==> src/design/cfgsup_params.svh <==
// Purpose: Constants for the configuration loader and backplane supervisor
// Assumes: Configuration words arrive one per beat with a word offset
// Notes: Offsets are word offsets within the configuration area
// Behaviour
// - After power-up wait for configuration; no serial traffic until received.
// - After configuration and init, run only the ports marked enabled.
// - Warm or cold boot refetches configuration; changes apply only by reload.
// - Boot requests come from the host program or the local debug port.
// - Zero failure threshold keeps ports running despite backplane failures.
// - Nonzero threshold: count successive failures, report and stop at threshold.
// - After failure shutdown, resume on the first successful backplane transfer.
// - Host files: config 300 words, read data 500, write data 500, contiguous.
// - Port receive data goes to read area; write area data is transmitted.
// - Threshold is first config parameter; port parameters at offsets 1 to 46.
// - Threshold at offset 0, values 1 to 65535 stop after that many failures.
// - Port enable word 0 disables the port, 1 enables it.
`ifndef CFGSUP_PARAMS_SVH
`define CFGSUP_PARAMS_SVH
`define CFGSUP_CFG_WORDS 300
`define CFGSUP_RD_WORDS 500
`define CFGSUP_WR_WORDS 500
`define CFGSUP_OFS_THRESHOLD 0
`define CFGSUP_OFS_PORT_FIRST 1
`define CFGSUP_OFS_PORT_LAST 46
`define CFGSUP_PORT_STRIDE 23
`define CFGSUP_ENABLE_ON 16'h0001
`define CFGSUP_INIT_CYCLES 4
`define CFGSUP_THRESHOLD_RST 16'h0000
`endif

==> src/design/cfgsup_pkg.sv <==
// Purpose: Types for the configuration loader and backplane supervisor
// Assumes: 16-bit host words
// Notes: Constants live in the params header
`default_nettype none
package cfgsup_pkg;
	typedef enum logic [1:0] {
		CFGSUP_WAIT,
		CFGSUP_INIT,
		CFGSUP_RUN,
		CFGSUP_HALT
	} cfgsup_state_t;

	typedef struct packed {
		logic [8:0] offset;
		logic [15:0] data;
	} cfgsup_cfg_word_t;

	typedef struct packed {
		logic [1:0] port;
		logic [8:0] index;
		logic [15:0] data;
	} cfgsup_data_word_t;
endpackage
`default_nettype wire

==> src/design/cfgsup_top.sv <==
// Purpose: Loads start-up configuration and supervises backplane failures
// Assumes: Host delivers configuration words, data words and transfer results
// Notes: Serial framing lies outside; this block gates port traffic only
`timescale 1ns/1ns
`default_nettype none
`include "cfgsup_params.svh"
module cfgsup_top
	import cfgsup_pkg::*;
#(
	parameter int NUM_PORTS = 2,
	parameter int INIT_CYCLES = `CFGSUP_INIT_CYCLES
) (
	input wire logic clk_in,
	input wire logic reset_in,
	input wire logic host_boot_in,
	input wire logic debug_boot_in,
	output logic cfg_req_out,
	input wire logic cfg_valid_in,
	input wire cfgsup_cfg_word_t cfg_word_in,
	input wire logic cfg_done_in,
	input wire logic xfer_ok_in,
	input wire logic xfer_fail_in,
	input wire logic wr_valid_in,
	input wire cfgsup_data_word_t wr_word_in,
	output logic wr_ready_out,
	output logic tx_valid_out,
	output cfgsup_data_word_t tx_word_out,
	input wire logic tx_ready_in,
	input wire logic rx_valid_in,
	input wire cfgsup_data_word_t rx_word_in,
	output logic rx_valid_out,
	output cfgsup_data_word_t rx_word_out,
	output logic [NUM_PORTS-1:0] port_enable_out,
	output logic running_out,
	output logic bp_failed_out
);
	if (NUM_PORTS < 1 || NUM_PORTS > 2) begin
		$error("NUM_PORTS must be 1 or 2");
	end
	if (INIT_CYCLES < 1 || INIT_CYCLES > 255) begin
		$error("INIT_CYCLES out of range");
	end
	// Last enable word must stay inside the port parameter area
	if (`CFGSUP_OFS_PORT_FIRST + (NUM_PORTS - 1) * `CFGSUP_PORT_STRIDE >
		`CFGSUP_OFS_PORT_LAST) begin
		$error("Enable offset beyond port area");
	end

	////////////////////////////////////////////////////////////////////
	cfgsup_state_t state_q;
	logic [15:0] threshold_q;
	logic [15:0] fail_cnt_q;
	logic [NUM_PORTS-1:0] port_en_q;
	logic [NUM_PORTS-1:0] port_en_stage_q;
	logic [7:0] init_cnt_q;
	logic boot_req;
	logic active;
	logic limit_hit;

	// Port index of a configuration offset holding an enable word
	function automatic int enable_port(input logic [8:0] ofs);
		int i;
		enable_port = -1;
		for (i = 0; i < NUM_PORTS; i++) begin
			if (ofs == 9'(`CFGSUP_OFS_PORT_FIRST + i * `CFGSUP_PORT_STRIDE))
				enable_port = i;
		end
	endfunction

	// Port exists and is enabled; avoids indexing past NUM_PORTS
	function automatic logic port_on(input logic [1:0] p, input logic [NUM_PORTS-1:0] en);
		port_on = 1'b0;
		for (int i = 0; i < NUM_PORTS; i++) begin
			if (p == 2'(i))
				port_on = en[i];
		end
	endfunction

	assign boot_req = host_boot_in | debug_boot_in;
	assign active = (state_q == CFGSUP_RUN);
	assign limit_hit = (threshold_q != 16'h0000) &&
		({1'b0, fail_cnt_q} + 17'h00001 >= {1'b0, threshold_q});

	////////////////////////////////////////////////////////////////////
	// Sequencer
	always_ff @(posedge clk_in) begin
		if (reset_in) begin
			state_q <= CFGSUP_WAIT;
		end else if (boot_req) begin
			state_q <= CFGSUP_WAIT;
		end else begin
			case (state_q)
				CFGSUP_WAIT: begin
					if (cfg_done_in)
						state_q <= CFGSUP_INIT;
				end
				CFGSUP_INIT: begin
					if (init_cnt_q == 8'(INIT_CYCLES - 1))
						state_q <= CFGSUP_RUN;
				end
				CFGSUP_RUN: begin
					if (xfer_fail_in && !xfer_ok_in && limit_hit)
						state_q <= CFGSUP_HALT;
				end
				CFGSUP_HALT: begin
					if (xfer_ok_in)
						state_q <= CFGSUP_RUN;
				end
				default: state_q <= CFGSUP_WAIT;
			endcase
		end
	end

	always_ff @(posedge clk_in) begin
		if (reset_in || state_q != CFGSUP_INIT)
			init_cnt_q <= 8'h00;
		else
			init_cnt_q <= init_cnt_q + 8'h01;
	end

	////////////////////////////////////////////////////////////////////
	// Configuration capture, applied only on reload
	always_ff @(posedge clk_in) begin
		if (reset_in) begin
			threshold_q <= `CFGSUP_THRESHOLD_RST;
			port_en_stage_q <= '0;
		end else if (state_q == CFGSUP_WAIT && cfg_valid_in) begin
			if (cfg_word_in.offset == 9'(`CFGSUP_OFS_THRESHOLD))
				threshold_q <= cfg_word_in.data;
			for (int i = 0; i < NUM_PORTS; i++) begin
				if (enable_port(cfg_word_in.offset) == i)
					port_en_stage_q[i] <= (cfg_word_in.data == `CFGSUP_ENABLE_ON);
			end
		end
	end

	always_ff @(posedge clk_in) begin
		if (reset_in || state_q == CFGSUP_WAIT)
			port_en_q <= '0;
		else if (state_q == CFGSUP_INIT)
			port_en_q <= port_en_stage_q;
	end

	////////////////////////////////////////////////////////////////////
	// Successive failure counter
	always_ff @(posedge clk_in) begin
		if (reset_in || state_q == CFGSUP_WAIT || xfer_ok_in)
			fail_cnt_q <= 16'h0000;
		else if (xfer_fail_in && threshold_q != 16'h0000 && fail_cnt_q != 16'hffff)
			fail_cnt_q <= fail_cnt_q + 16'h0001;
	end

	////////////////////////////////////////////////////////////////////
	// Two-entry transmit buffer, write area to ports
	cfgsup_data_word_t buf_q [2];
	logic [1:0] cnt_q;
	logic rd_ptr_q;
	logic wr_ptr_q;
	logic push;
	logic pop;
	logic port_ok;

	assign port_ok = port_on(wr_word_in.port, port_en_q) &&
		wr_word_in.index < 9'(`CFGSUP_WR_WORDS);
	// Discard requests when not running (waiting, init or halted) or for disabled ports or out-of-area indexes; buffer accepts otherwise when not full
	assign wr_ready_out = !active || (cnt_q != 2'd2);
	assign push = wr_valid_in && active && port_ok && (cnt_q != 2'd2);
	assign pop = tx_valid_out && tx_ready_in;
	assign tx_valid_out = active && (cnt_q != 2'd0);
	assign tx_word_out = buf_q[rd_ptr_q];

	always_ff @(posedge clk_in) begin
		if (reset_in || state_q == CFGSUP_WAIT) begin
			cnt_q <= 2'd0;
			rd_ptr_q <= 1'b0;
			wr_ptr_q <= 1'b0;
		end else begin
			cnt_q <= 2'(cnt_q + {1'b0, push} - {1'b0, pop});
			if (push)
				wr_ptr_q <= !wr_ptr_q;
			if (pop)
				rd_ptr_q <= !rd_ptr_q;
		end
	end

	always_ff @(posedge clk_in) begin
		if (reset_in) begin
			buf_q[0] <= '0;
			buf_q[1] <= '0;
		end else if (push) begin
			buf_q[wr_ptr_q] <= wr_word_in;
		end
	end

	////////////////////////////////////////////////////////////////////
	// Receive path, ports to read area
	always_ff @(posedge clk_in) begin
		if (reset_in) begin
			rx_valid_out <= 1'b0;
			rx_word_out <= '0;
		end else begin
			rx_valid_out <= rx_valid_in && active && port_on(rx_word_in.port, port_en_q) &&
				rx_word_in.index < 9'(`CFGSUP_RD_WORDS);
			rx_word_out <= rx_word_in;
		end
	end

	assign cfg_req_out = (state_q == CFGSUP_WAIT);
	assign port_enable_out = active ? port_en_q : '0;
	assign running_out = active;
	assign bp_failed_out = (state_q == CFGSUP_HALT);
endmodule
`default_nettype wire

==> config.mk <==
export PLATFORM = sky130hd
export DESIGN_NAME = cfgsup_top
export DESIGN_NICKNAME = d
export VERILOG_FILES = /design/src/design/cfgsup_pkg.sv /design/src/design/cfgsup_top.sv
export VERILOG_INCLUDE_DIRS = /design/src /design/src/design
export SDC_FILE = /design/constraint.sdc
export NUM_CORES = 1
export LEC_CHECK = 0
export BUFFER_PORTS_ARGS = -buffer_cell sky130_fd_sc_hd__buf_4
export CAP_MARGIN = 10
export CORE_MARGIN = 1
export CORE_UTILIZATION = 50
export CTS_CLUSTER_DIAMETER = 80
export DETAILED_ROUTE_END_ITERATION = 10
export PLACE_DENSITY = 0.76
export SLEW_MARGIN = 20
export SYNTH_ARGS = -nofsm -noshare
export SYNTH_HDL_FRONTEND = slang
export SYNTH_SLANG_ARGS = --single-unit
export TNS_END_PERCENT = 30
==> constraint.sdc <==
create_clock -name clk_in -period 3.5 [get_ports clk_in]
set_input_delay 0.175 -clock clk_in [delete_from_list [all_inputs] [get_ports clk_in]]
set_output_delay 0.175 -clock clk_in [all_outputs]
set_load 0.01 [all_outputs]
Yosys cells after proc, flatten, opt, wreduce, memory -nomap -nowiden
Memory sizes are Yosys's and may differ from the RTL's. A register that Yosys moved wholly into a read port is not among the register bits.
Index checks and enable logic that the tools add are counted.

word-level totals
  flip-flop bits (word level) = 78
  memory bits (writable) = 54
  bits of input ports = 90
  output and inout port bits = 62
  logic and storage cells = 102
  memories = 1

cells by class
  add/subtract/negate cells = 5
  magnitude comparators = 3
  equal/unequal tests = 17
  multiplexer cells = 25
  bitwise logic cells = 1
  reductions and logical operators = 36

memory list
  memory  depth  bits a word  read ports  clocked after Yosys merged registers in  wr ports  RTL line           RTL
  buf_q   2      27           1           1                                        2         cfgsup_top.sv:155  cfgsup_data_word_t buf_q [2];

operators with widths
  operator               count
  $mux 32                4
  $eq 32x2->1 const B    1
  $logic_not 32->1       1
  $mux 27                1
  $reduce_or 27->1       1
  $lt 9x9->1 const B     2
  $add 16x1->17 const B  1
  $ge 17x16->1           1
  $add 16x1->16 const B  1
  $eq 16x1->1 const B    1
  $ne 16x16->1 const B   1
  $reduce_bool 16->1     1
  $logic_and 1x1->1      15
  $mux 1                 14
  $mux 2                 5
  $eq 9x1->1 const B     1
  $eq 9x5->1 const B     1
  $logic_not 9->1        1
  $add 8x1->8 const B    1
  $eq 8x2->1 const B     1
  $pmux 2 s4             1
  $eq 2x1->1 const B     3
  $logic_not 2->1        3
  $ne 2x1->1 const B     3
  11 further kinds       22

Depth between registers and ports, before layout
Gate-level depths: netlist (run 1).

  depth in word-level cells = 11
  depth in mapped cells = 12

Least setup slack after synthesis (run 1)
OpenSTA, ideal clock, no wires.

  path kind = register to register
  start = reg state_q[0]
  end = mem buf_q[0][0] (netlist bit) (enable)
  setup time = 0.417 ns
  arrival time = 2.620 ns
  path slack = 0.463 ns
  cell stages (with the launch flop) = 8
  path buffers = 3
  clock period less this slack = 3.037 ns
  cell sequence = dfxtp_1 -> buf_6 -> nor2b_2 -> buf_6 -> o21ai_2 -> or4b_4 -> buf_6 -> o21bai_1

RTL lines
  item                    RTL line           RTL
  from (decl)             cfgsup_top.sv:50   cfgsup_state_t state_q;
  from (signal assigned)  cfgsup_top.sv:88   state_q <= CFGSUP_WAIT;
  from (signal assigned)  cfgsup_top.sv:90   state_q <= CFGSUP_WAIT;
  from (signal assigned)  cfgsup_top.sv:95   state_q <= CFGSUP_INIT;
  to (decl)               cfgsup_top.sv:155

Worst setup path in the final report (run 1)
  start = reg fail_cnt_q[0]
  end = reg state_q[0]

between the ends
  cells in the longest elaborated chain, start to end = 6

ends and longest elaborated chain
  item                               RTL line           RTL
  from (decl)                        cfgsup_top.sv:52   logic [15:0] fail_cnt_q;
  from (signal assigned)             cfgsup_top.sv:150  fail_cnt_q <= fail_cnt_q + 16'h0001;
  $add 16x1->17                      cfgsup_top.sv:82   ({1'b0, fail_cnt_q} + 17'h00001 >= {1'b0, threshold_q});
  $ge 17x16->1                       cfgsup_top.sv:82
  $logic_and 1x1->1                  cfgsup_top.sv:81   assign limit_hit = (threshold_q != 16'h0000) &&
  $logic_and 1x1->1                  cfgsup_top.sv:102  if (xfer_fail_in && !xfer_ok_in && limit_hit)
  $ne 2x1->1 (no source line)        n/a
  $reduce_and 4->1 (no source line)  n/a
  to (signal assigned)               cfgsup_top.sv:88
  to (signal assigned)               cfgsup_top.sv:103  state_q <= CFGSUP_HALT;
  to (signal assigned)               cfgsup_top.sv:107  state_q <= CFGSUP_RUN;

Every way passes these cells.
A chain may end at the register's enable or synchronous reset.

==> impl_metrics.csv, run 1 <==
group,metric,value,unit
clocking,path_clk_slew,0.06,ns
setup_path,crit_type,"flop to flop",
route,wl,14400,um
setup_path,crit_start,"fail_cnt_q[0]",
route,viasPerCell,5.21,
setup_path,cp.required,3.77,ns
sta,whs,0.0113,ns
sta,fin_crit,2.86,ns
sta,finalMaxSlewViolations,0,
floorplan,start_util,51.3,%
placement,port_buffers,151,
power,powerDensity,435,nW/um2
power,p_clk_share,46.8,%
global_route,track_usage,23.6,%
placement,gp_congestion,0.863,
setup_path,timing.rr.start,"fail_cnt_q[0]",
cells_and_area,final_nets,857,
power,vdd.ir_drop.worst,0.000331,V
run,cap_violations,0,
setup_path,r2r_slack,0.64,ns
yosys,yosys_warnings,0,
setup_path,worst_setup_path_start_kind,"flop",
setup_path,crit_end,"state_q[0]",
clocking,clock_sinks,133,
clocking,cts_resized,0,
global_route,grt_pass1_wl,23100,um
clocking,clockBufferDepth,2,
global_route,grt-ovfl-total,0,
sta,fmax,349,MHz
yosys,syn-cell-area,6130,um2
sta,hold_viol,0,
global_route,antenna_found_initial,0,
yosys,synthCells,572,
yosys,ys_ff_latch,133,
worst_hold_path,hold_path_class,"input pin to flop",
cells_and_area,design_area,8170,um2
power,power.switching,760,uW
clocking,cts_buffers,17,
sta,grt_setup_unrepaired,"no",
sta,setup_viol,0,
setup_path,r2r-end,"state_q[0]",
placement,place_ws,0.676,ns
floorplan,std_cell_rows,40,
power,switching_share,21.4,%
clocking,cts-root-buf,"clkbuf_16",
yosys,ys_seq_area_share,52.2,%
route,detail_route.first_pass.iterations,5,
setup_path,end_kind,"flop",
floorplan,die_area,12700,um2
route,dr_total_vias,4729,
sta,skew,0.00848,ns
sta,finalCritPeriodShare,81.8,%
power,totalPowerFinal,3.56,mW
floorplan,core,12000,um2
setup_path,cp_max_fo,5,
yosys,avgSynthCellArea,10.7,um2
cells_and_area,fillCellCount,889,
cells_and_area,final_cell_mix,"buf_4 (157), dfxtp_1 (79), and2_1 (56)",
placement,hpwlAfterDp,9900,um
cells_and_area,layout_commonest_cell,"buf_4",
yosys,yosysUniqueCellTypes,55,
power,p_leak,3.34,nW
power,p_int,2.80,mW
cells_and_area,antenna_cells,0,
cells_and_area,areaGrowthSynthToFinish,33.3,%
floorplan,ios,152,
route,post_drt_wl_per_cell,15.9,um
sta,slew-limit-headroom,37.3,%
clocking,clk-insertion-delay-late,0.42,ns
power,power_frac_seq,46.7,%
route,drtAntennaViolNets,0,
cells_and_area,drive_gt1_share,31.1,%
route,drc,0,
route,drt_iter0_drc,219,
floorplan,die_h,113,um
sta,worst_slew_pin_slew,0.937,ns
setup_path,arrival,3.14,ns
global_route,grt_pass1_vias,4820,
clocking,h-tree-depth,4,
clocking,cts_tree,"yes",
sta,setup_tns,0,ns
floorplan,die_w,113,um
global_route,grt_max_degree,58,
placement,placed_cell_area,7320,um2
run_status,status,"completed",
power,pwr-share-comb,6.5,%
sta,postLayoutSetupSlackWorst,0.638,ns
setup_path,rr_worst_depth,11,
metal layers:
| metal | track usage (%) | routed length [um] | vias up |
|---|---|---|---|
| met5 | 0 | 0 | - |
| met4 | 12.4 | 454 | 0 |
| met3 | 6.16 | 847 | 40 |
| met2 | 40.2 | 7110 | 154 |
| met1 | 27.5 | 5970 | 2213 |
| li1 | - | - | 2322 |
how the worst min path moves through the flow:
| stage | start | slack [ns] | cells past startpoint | end |
|---|---|---|---|---|
| finish | rx_word_in[25] | 0.01 | 2 | rx_word_out[25] |
| global route | cfg_word_in[7] | 0.01 | 3 | threshold_q[7] |
| CTS | rx_word_in[25] | 0.003 | 2 | rx_word_out[25] |
| detailed placement | rx_word_in[26] | 0.35 | 2 | rx_valid_out |
| global placement | rx_word_in[26] | 0.35 | 2 | rx_valid_out |
| floorplan | rx_word_in[26] | 0.25 | 1 | rx_valid_out |
per-stage QoR:
| step | utilization (%) | std cells |
|---|---|---|
| after floorplan | - | 573 |
| after global placement | 61.2 | 846 |
| after detailed placement | 61.2 | 846 |
| after CTS | 68.3 | 907 |
| after global routing | 68.3 | 907 |
| final | 68.3 | 907 |
layout make-up:
type	count	area [um2]	area share [%]
inverter	22	82.6	1.01
sequential	133	3200	39.2
clock inverter	12	104	1.27
clock buffer	20	457	5.59
timing repair buffer	186	1470	18.0
multi-input combinational	387	2680	32.7
tap	147	184	2.25
repair_timing:
item	in CTS	in global routing
hold endpoints to repair	28	0
buffers inserted	0	0
hold buffers	29	0
power by group through the flow:
| stage | Sequential [mW] | Combinational [mW] | Clock, mW |
|---|---|---|---|
| floorplan | 1.70 | 0.0560 | 0 |
| global placement | 1.69 | 0.202 | 0 |
| detailed placement | 1.69 | 0.205 | 0 |
| CTS | 1.66 | 0.230 | 1.69 |
| global route | 1.66 | 0.248 | 1.76 |
| finish | 1.66 | 0.231 | 1.67 |
cells in the mapped netlist (all sizes together):
cell type / count / area (um2)
nor2b: 28 / 178
nor2: 46 / 173
o211a: 1 / 10.0
a21o: 1 / 7.51
o21a: 2 / 15.0
conb: 1 / 3.75
a2111oi: 3 / 26.3
a211oi: 6 / 45.0
a21boi: 1 / 7.51
and4: 3 / 26.3
nor4: 8 / 62.6
or3: 2 / 12.5
and4b: 1 / 10.0
mux2: 28 / 315
or4b: 1 / 13.8
inv: 22 / 82.6
a221oi: 1 / 8.76
nand3: 16 / 80.1
nand3b: 5 / 37.5
edfxtp: 54 / 1620
o21ai: 6 / 33.8
or4: 5 / 45.0
a31oi: 2 / 12.5
and2: 56 / 350
clkbuf: 19 / 71.3
xor2: 11 / 96.3
xnor2: 23 / 201
buf: 12 / 110
or3b: 1 / 8.76
o311ai: 1 / 8.76
ha: 20 / 250
and3: 4 / 25.0
dfxtp: 79 / 1580
nor4b: 4 / 41.3
or2: 3 / 18.8
nand2: 45 / 169
nor3: 7 / 67.6
mux2i: 5 / 50.1
a21oi: 24 / 124
o41ai: 1 / 27.5
a21bo: 2 / 20.0
nand4: 7 / 43.8
a211o: 1 / 8.76
nand2b: 1 / 6.26
o21bai: 3 / 22.5
critical path, stage by stage (launching register included):
cell      delay, ns
dfxtp_1        0.41
ha_1           0.27
nand3_1        0.21
or2_2          0.38
nor2_1         0.12
xor2_1         0.18
ha_1           0.27
o21ai_0        0.11
nor2_1         0.06
a211o_1        0.26
a221oi_1       0.32
a31oi_1        0.14
flip-flops by register name, summed over array words and instances, names as in the netlist, named ones only:
register / cells
port_en_stage_q: 2
state_q: 2
port_en_q: 2
wr_ptr_q: 1
rx_word_out: 27
threshold_q: 16
buf_q: 54
cnt_q: 2
init_cnt_q: 8
fail_cnt_q: 16
rx_valid_out: 1
rd_ptr_q: 1
logic make-up (layout without fill, tap and decap cells):
family / after synthesis / after routing / share of synthesized area [%]
and+or+nand+nor: 243 / 243 / 22.3
buffers and inverters: 53 / 240 / 4.31
AOI/OAI and AO/OA: 55 / 55 / 6.16
DFF: 133 / 133 / 52.2
other: 1 / 2 / 0.0612
adders and majority gates: 20 / 20 / 4.08
xor gates and xnor gates: 34 / 34 / 4.86
muxes: 33 / 33 / 5.96
(Power assumes the default switching activity.)
==> run 2: changes to the inputs <==
Settings changed: CORE_UTILIZATION 50 to 48.
Clock period 3.5 ns to 2.35 ns, I/O delays scaled along.
==> run 2 against run 1 <==
Against the previous run:
- the flow now finishes with violations (negative setup slack)
- utilization rose by 5.7 points
- critical endpoint unchanged
- clock skew is 0.00071 ns lower
- non-clock buffer count is 75 higher
- worst setup slack lost 0.69 ns
==> impl_metrics.csv, run 2 (same netlist as run 1, synthesis figures left out) <==
group,metric,value,unit
cells_and_area,drive_gt1_share,33.7,%
global_route,grt_pass1_wl,26400,um
run_status,status,"finished, violations left",
route,dr_total_vias,5172,
sta,finalMaxSlewViolations,0,
setup_path,timing.rr.start,"fail_cnt_q[1]",
setup_path,worst_setup_path_start_kind,"flop",
global_route,grt_max_degree,58,
cells_and_area,fillCellCount,824,
global_route,grt_pass1_vias,5377,
global_route,antenna_found_initial,0,
floorplan,die_h,115,um
setup_path,crit_end,"state_q[0]",
setup_path,cp.required,2.62,ns
route,wl,16700,um
cells_and_area,final_nets,932,
placement,placed_cell_area,7610,um2
setup_path,rr_worst_depth,12,
clocking,clk-insertion-delay-late,0.41,ns
clocking,cts_tree,"yes",
setup_path,arrival,2.68,ns
sta,postLayoutSetupSlackWorst,-0.0546,ns
route,viasPerCell,5.16,
sta,grt_setup_unrepaired,"yes",
setup_path,cp_max_fo,2,
setup_path,end_kind,"flop",
clocking,postCtsSetupBuffers,0,
setup_path,r2r_slack,-0.05,ns
sta,fin_crit,2.40,ns
placement,gp_congestion,0.920,
route,drc,0,
sta,worst_slew_pin_slew,0.614,ns
clocking,cts_buffers,17,
cells_and_area,multi_input_area,2760,um2
clocking,cts-root-buf,"clkbuf_16",
sta,slew-limit-headroom,59.1,%
route,drtAntennaViolNets,0,
clocking,h-tree-depth,4,
cells_and_area,final_cell_mix,"buf_4 (190), dfxtp_1 (77), dlygate4sd3_1 (70)",
cells_and_area,reg_top3,"buf_q (54), rx_word_out (27)",
cells_and_area,largest_reg_flops,54,
floorplan,core,12200,um2
setup_path,crit_type,"flop to flop",
floorplan,std_cell_rows,40,
power,p_leak,3.77,nW
clocking,path_clk_slew,0.06,ns
sta,skew,0.00778,ns
route,drt_iter0_drc,431,
sta,setup_viol,1,
cells_and_area,utilization,74.1,%
floorplan,start_util,50.2,%
power,vdd.ir_drop.worst,0.000532,V
sta,finalCritPeriodShare,102,%
setup_path,crit_start,"fail_cnt_q[1]",
route,detail_route.first_pass.iterations,5,
global_route,grt-ovfl-total,0,
floorplan,ios,152,
setup_path,r2r-end,"state_q[0]",
cells_and_area,layout_commonest_cell,"buf_4",
global_route,track_usage,26.3,%
cells_and_area,ff_latch_area,3210,um2
sta,fmax,416,MHz
sta,hold_viol,0,
clocking,clockBufferDepth,2,
cells_and_area,areaGrowthSynthToFinish,47.6,%
placement,hpwlAfterDp,10500,um
cells_and_area,largest_register,"buf_q",
route,post_drt_wl_per_cell,16.6,um
placement,port_buffers,151,
cells_and_area,design_area,9050,um2
cells_and_area,antenna_cells,0,
run_status,violations,"negative setup slack",
worst_hold_path,hold_path_class,"input pin to flop",
worst_hold_path,min_from,"wr_word_in[21]",
clocking,clock_sinks,133,
floorplan,die_area,13200,um2
run,cap_violations,0,
power,powerDensity,636,nW/um2
sta,whs,0.0124,ns
floorplan,die_w,115,um
==> run 2: changes by cell type in the layout (fill, tap and decap cells not counted), sizes merged <==
cell         previous run  this run
clkinv                  7         6
inv                    24        23
dlygate4sd3            29        70
clkinvlp                2         0
buf                   157       191
clkbuf                 20        21
bufinv                  1         4
==> run 2: cell type report <==
type | count | share of cell area (%)
clock buffer | 21 | 5.33
timing repair buffer | 261 | 23.6
sequential | 133 | 35.4
multi-input combinational | 387 | 30.5
tap | 168 | 2.32
clock inverter | 11 | 1.87
inverter | 22 | 0.913
==> run 2: worst max-delay path, cell delays in order, from the launching register on <==
cell and delay [ns]:
dfxtp_2 0.35, ha_4 0.15, nand3_4 0.08, buf_6 0.12, or3_4 0.35, nor2_4 0.13, xor2_2 0.18, ha_1 0.27
a21o_1 0.16, nand2_1 0.06, nand3b_1 0.10, a221oi_2 0.20, a31oi_1 0.12
==> run 2: timing repair <==
action / CTS / global route
hold endpoints to repair: 80 / 2
gates resized for setup: 14 / 3
hold buffers: 68 / 2
setup endpoints to repair: 1 / 1
pin swaps: 6 / 1
==> run 2: metal layers <==
layer / routed length (um) / vias to the layer above / global-route usage, %
li1: - / 2466 / -
met1: 6630 / 2479 / 28.9
met2: 8770 / 195 / 49.4
met3: 899 / 32 / 5.80
met4: 361 / 0 / 9.70
met5: 0 / - / 0
==> run 2: where the power goes <==
part	total [mW]	switching, mW	internal (mW)	leakage, nW
combinational	0.411	0.157	0.254	2.24
sequential	2.47	0.0176	2.46	1.20
clock	2.87	0.974	1.90	0.320
total	5.75	1.15	4.61	3.77
==> run 2: worst min-delay path by stage <==
stage	endpoint	slack, ns	cells past startpoint
after CTS	buf_q[0][21]	0.0005	2
after floorplan	rx_valid_out	0.19	1
final	buf_q[0][21]	0.01	2
after detailed placement	rx_valid_out	0.30	2
after global routing	buf_q[0][21]	0.004	2
after global placement	state_q[1]	0.29	2
==> run 2: stage by stage <==
step	setup TNS, ns	std cells	power [mW]	setup WS (ns)
3_3_place_gp	-0.0100	901	2.82	-0.0100
5_1_grt	-0.136	1003	5.93	-0.136
6_report	-0.0546	1003	5.75	-0.0546
3_5_place_dp	-0.133	901	2.83	-0.133
2_1_floorplan	-6.18	573	2.61	-0.113
4_1_cts	0	1001	5.76	0.00381
==> run 3: changes to the inputs <==
Settings changed: ABC_AREA set to 1.
==> run 3 against run 2 <==
Against the previous run:
- final area down 2.5%
- non-clock buffer count is 38 lower
- the run still ends with negative setup slack left
- combinational power is 4.9% higher
- critical path type unchanged
- register-to-register slack worse by 0.16 ns
- clock skew down 0.00074 ns
- hold slack better by 0.0037 ns
- highest routed layer unchanged
- largest cell class unchanged
- cell count rose by 8.3%
- utilization down 4.2 points
- sequential share of layout area up 0.99 points
- global-route usage shrank 3.3 points
- largest power group unchanged
==> impl_metrics.csv, run 3 <==
group,metric,value,unit
sta,worst_slew_pin_slew,0.596,ns
setup_path,rr_worst_depth,19,
sta,finalCritPeriodShare,109,%
route,dr_wl_met2,7900,um
route,top_layer,"met4",
clocking,cts_buffers,17,
sta,fin_crit,2.57,ns
cells_and_area,final_cell_mix,"buf_4 (174), inv_1 (135), nor2_1 (106)",
cells_and_area,final_cells,1086,
sta,skew,0.00703,ns
clocking,h-tree-depth,4,
cells_and_area,fillCellCount,960,
route,met3_length,824,um
yosys,syn-cell-area,6210,um2
global_route,grt_pass1_wl,23400,um
clocking,clockBufferDepth,2,
yosys,synth.most_common_cell,"inv_1",
yosys,yosys.area_share.simple,19.1,%
floorplan,die_area,13400,um2
yosys,yosysUniqueCellTypes,43,
global_route,track_usage,23.0,%
yosys,async_flop_share,0,%
sta,grt_setup_unrepaired,"yes",
worst_hold_path,hold_path_class,"input pin to flop",
yosys,synth.top_cell.area_share,26.1,%
power,totalPowerFinal,5.48,mW
placement,placed_cell_area,7650,um2
yosys,synth_top_cell_by_area,"edfxtp_1",
cells_and_area,layout_commonest_cell,"buf_4",
setup_path,cp_max_fo,3,
yosys,avgSynthCellArea,9.19,um2
setup_path,arrival,2.92,ns
yosys,yosys_warnings,0,
placement,place_inst,1004,
power,p_leak,4.05,nW
route,drc,0,
global_route,grt_pass1_vias,5167,
cells_and_area,areaGrowthSynthToFinish,41.9,%
setup_path,crit_family,"simple AND/OR/NAND/NOR gates",
cells_and_area,drive_gt1_share,32.9,%
yosys,synth_area_leaders,"edfxtp_1 (26%), dfxtp_1 (25%), inv_1 (8.3%)",
floorplan,die_w,116,um
yosys,synth_fa_ha_area_share,4.03,%
route,drtAntennaViolNets,0,
route,viasPerCell,4.78,
cells_and_area,design_area,8820,um2
floorplan,start_util,49.2,%
setup_path,cp_cell_sequence,"ha_2 > nand3_2 > nor2_4 > buf_4 > nand2_1 > nor2_1 > xor2_1 > ha_1 > nand4_1 > buf_4 > inv_1 > nand2_1 > nand2_1 > nand2_1 > nand2_1 > nand2_1 > nand2_2 > nand3_2 > a21oi_2",
setup_path,cp.required,2.70,ns
placement,hpwlAfterDp,9910,um
setup_path,cp.depth,19,
yosys,ys_seq_area_share,51.6,%
run_status,status,"finished, violations left",
cells_and_area,largest_reg_flops,54,
yosys,synthCells,676,
worst_hold_path,holdPathStages,3,
yosys,synth-compound-area-share,7.55,%
route,drt_iter0_drc,339,
sta,postLayoutSetupSlackWorst,-0.218,ns
setup_path,crit_type,"flop to flop",
setup_path,end_kind,"flop",
yosys,synth_common_cells,"inv_1 (137), nor2_1 (109), dfxtp_1 (79)",
sta,setup_tns,-0.414,ns
clocking,cts-root-buf,"clkbuf_16",
floorplan,die_h,116,um
setup_path,worst_setup_path_start_kind,"flop",
floorplan,core,12600,um2
sta,setup_viol,2,
cells_and_area,largest_register,"buf_q",
clocking,clock_sinks,133,
global_route,grt-ovfl-total,0,
sta,slew-limit-headroom,59.3,%
route,dr_total_vias,5189,
yosys,synth.area.mux_share,4.89,%
placement,port_buffers,151,
route,wl,15000,um
yosys,synth_ff_type,"dfxtp_1",
yosys,ys_ff_latch,133,
setup_path,max_stage_delay,0.37,ns
floorplan,ios,152,
yosys,synth_top_family_by_area,"simple AND/OR/NAND/NOR gates",
cells_and_area,antenna_cells,0,
run_status,violations,"negative setup slack",
sta,finalMaxSlewViolations,0,
run,cap_violations,0,
cells_and_area,final_nets,1011,
sta,fmax,389,MHz
global_route,grt_max_degree,33,
placement,gp_congestion,0.880,
clocking,cts_tree,"yes",
yosys,synth_edf_count,54,
setup_path,critPathBufInv,3,
power,vdd.ir_drop.worst,0.000376,V
route,drt-met1-wl,5970,um
clocking,clk-insertion-delay-late,0.42,ns
sta,hold_viol,0,
route,post_drt_wl_per_cell,13.8,um
cells_and_area,reg_top3,"buf_q (54), rx_word_out (27)",
route,detail_route.first_pass.iterations,5,
clocking,path_clk_slew,0.06,ns
global_route,antenna_found_initial,0,
floorplan,std_cell_rows,41,
power,powerDensity,621,nW/um2
yosys,synth-xor-area-share,2.40,%
setup_path,cpMaxStageDelayCell,"dfxtp_4",
setup_path,timing.critical_path.mode_cell,"nand2_1",
[run 3: changes by cell type after synthesis, sizes merged, moves of 21 or more]
| cell | change |
|---|---|
| nor2 | +93 |
| xnor2 | -21 |
| o21ai | +30 |
| nor2b | -28 |
| and2 | -56 |
| inv | +118 |
[run 3: final timing paths]
check	startpoint	to	slack (ns)
max	fail_cnt_q[0]	state_q[1]	-0.22
min	wr_word_in[16]	buf_q[0][16]	0.02
max reg2reg	fail_cnt_q[0]	state_q[1]	-0.22
min reg2reg	port_en_stage_q[1]	port_en_q[1]	0.46
[run 3: metrics by stage]
step	setup WS (ns)	hold slack (ns)	utilization, %
2_1_floorplan	0.0193	0.224	-
3_3_place_gp	-0.0155	0.316	60.6
3_5_place_dp	-0.0524	0.325	60.6
4_1_cts	-0.0421	0.000164	69.1
5_1_grt	-0.376	0.0124	69.9
6_report	-0.218	0.0161	69.9
[run 3: worst register-to-register path: cells and delay by family (launching register included)]
family	cells	cell delay, ns
xor+xnor	1	0.24
flops	1	0.37
buf+inv	3	0.36
compound gates	1	0.13
simple gates	12	1.02
fa+ha+maj	2	0.39
[run 3: cell families after synthesis]
family,count (synthesis)
other cells,1
compound gates,86
flops,133
mux,27
fa+ha+maj,20
buf+inv,160
simple gates,232
xor+xnor,17
[run 3: routing by layer]
layer  track usage [%]  up-vias
met2              40.5      137
met3              5.18       22
met4              10.3        0
met5                 0        -
met1              26.6     2419
li1                  -     2611
[run 3: layout make-up]
cell class,instances,area [um2],share of cell area [%]
Clock inverter,10,105,1.19
Timing Repair Buffer,223,1820,20.6
Clock buffer,22,474,5.38
Inverter,142,536,6.07
Sequential cell,133,3210,36.4
Tap cell,172,215,2.44
Multi-Input combinational cell,384,2460,27.9
[run 3: what timing repair did]
action / in CTS / in global routing
pin swaps: 1 / 16
endpoints found under the hold margin: 48 / 0
hold buffers: 47 / 0
setup buffers: 0 / 3
resized for setup: 5 / 16
setup endpoints to repair: 2 / 2
[run 3: power breakdown]
part,switching (mW),internal [mW]
clock,0.944,1.63
combinational,0.190,0.241
sequential,0.0166,2.45
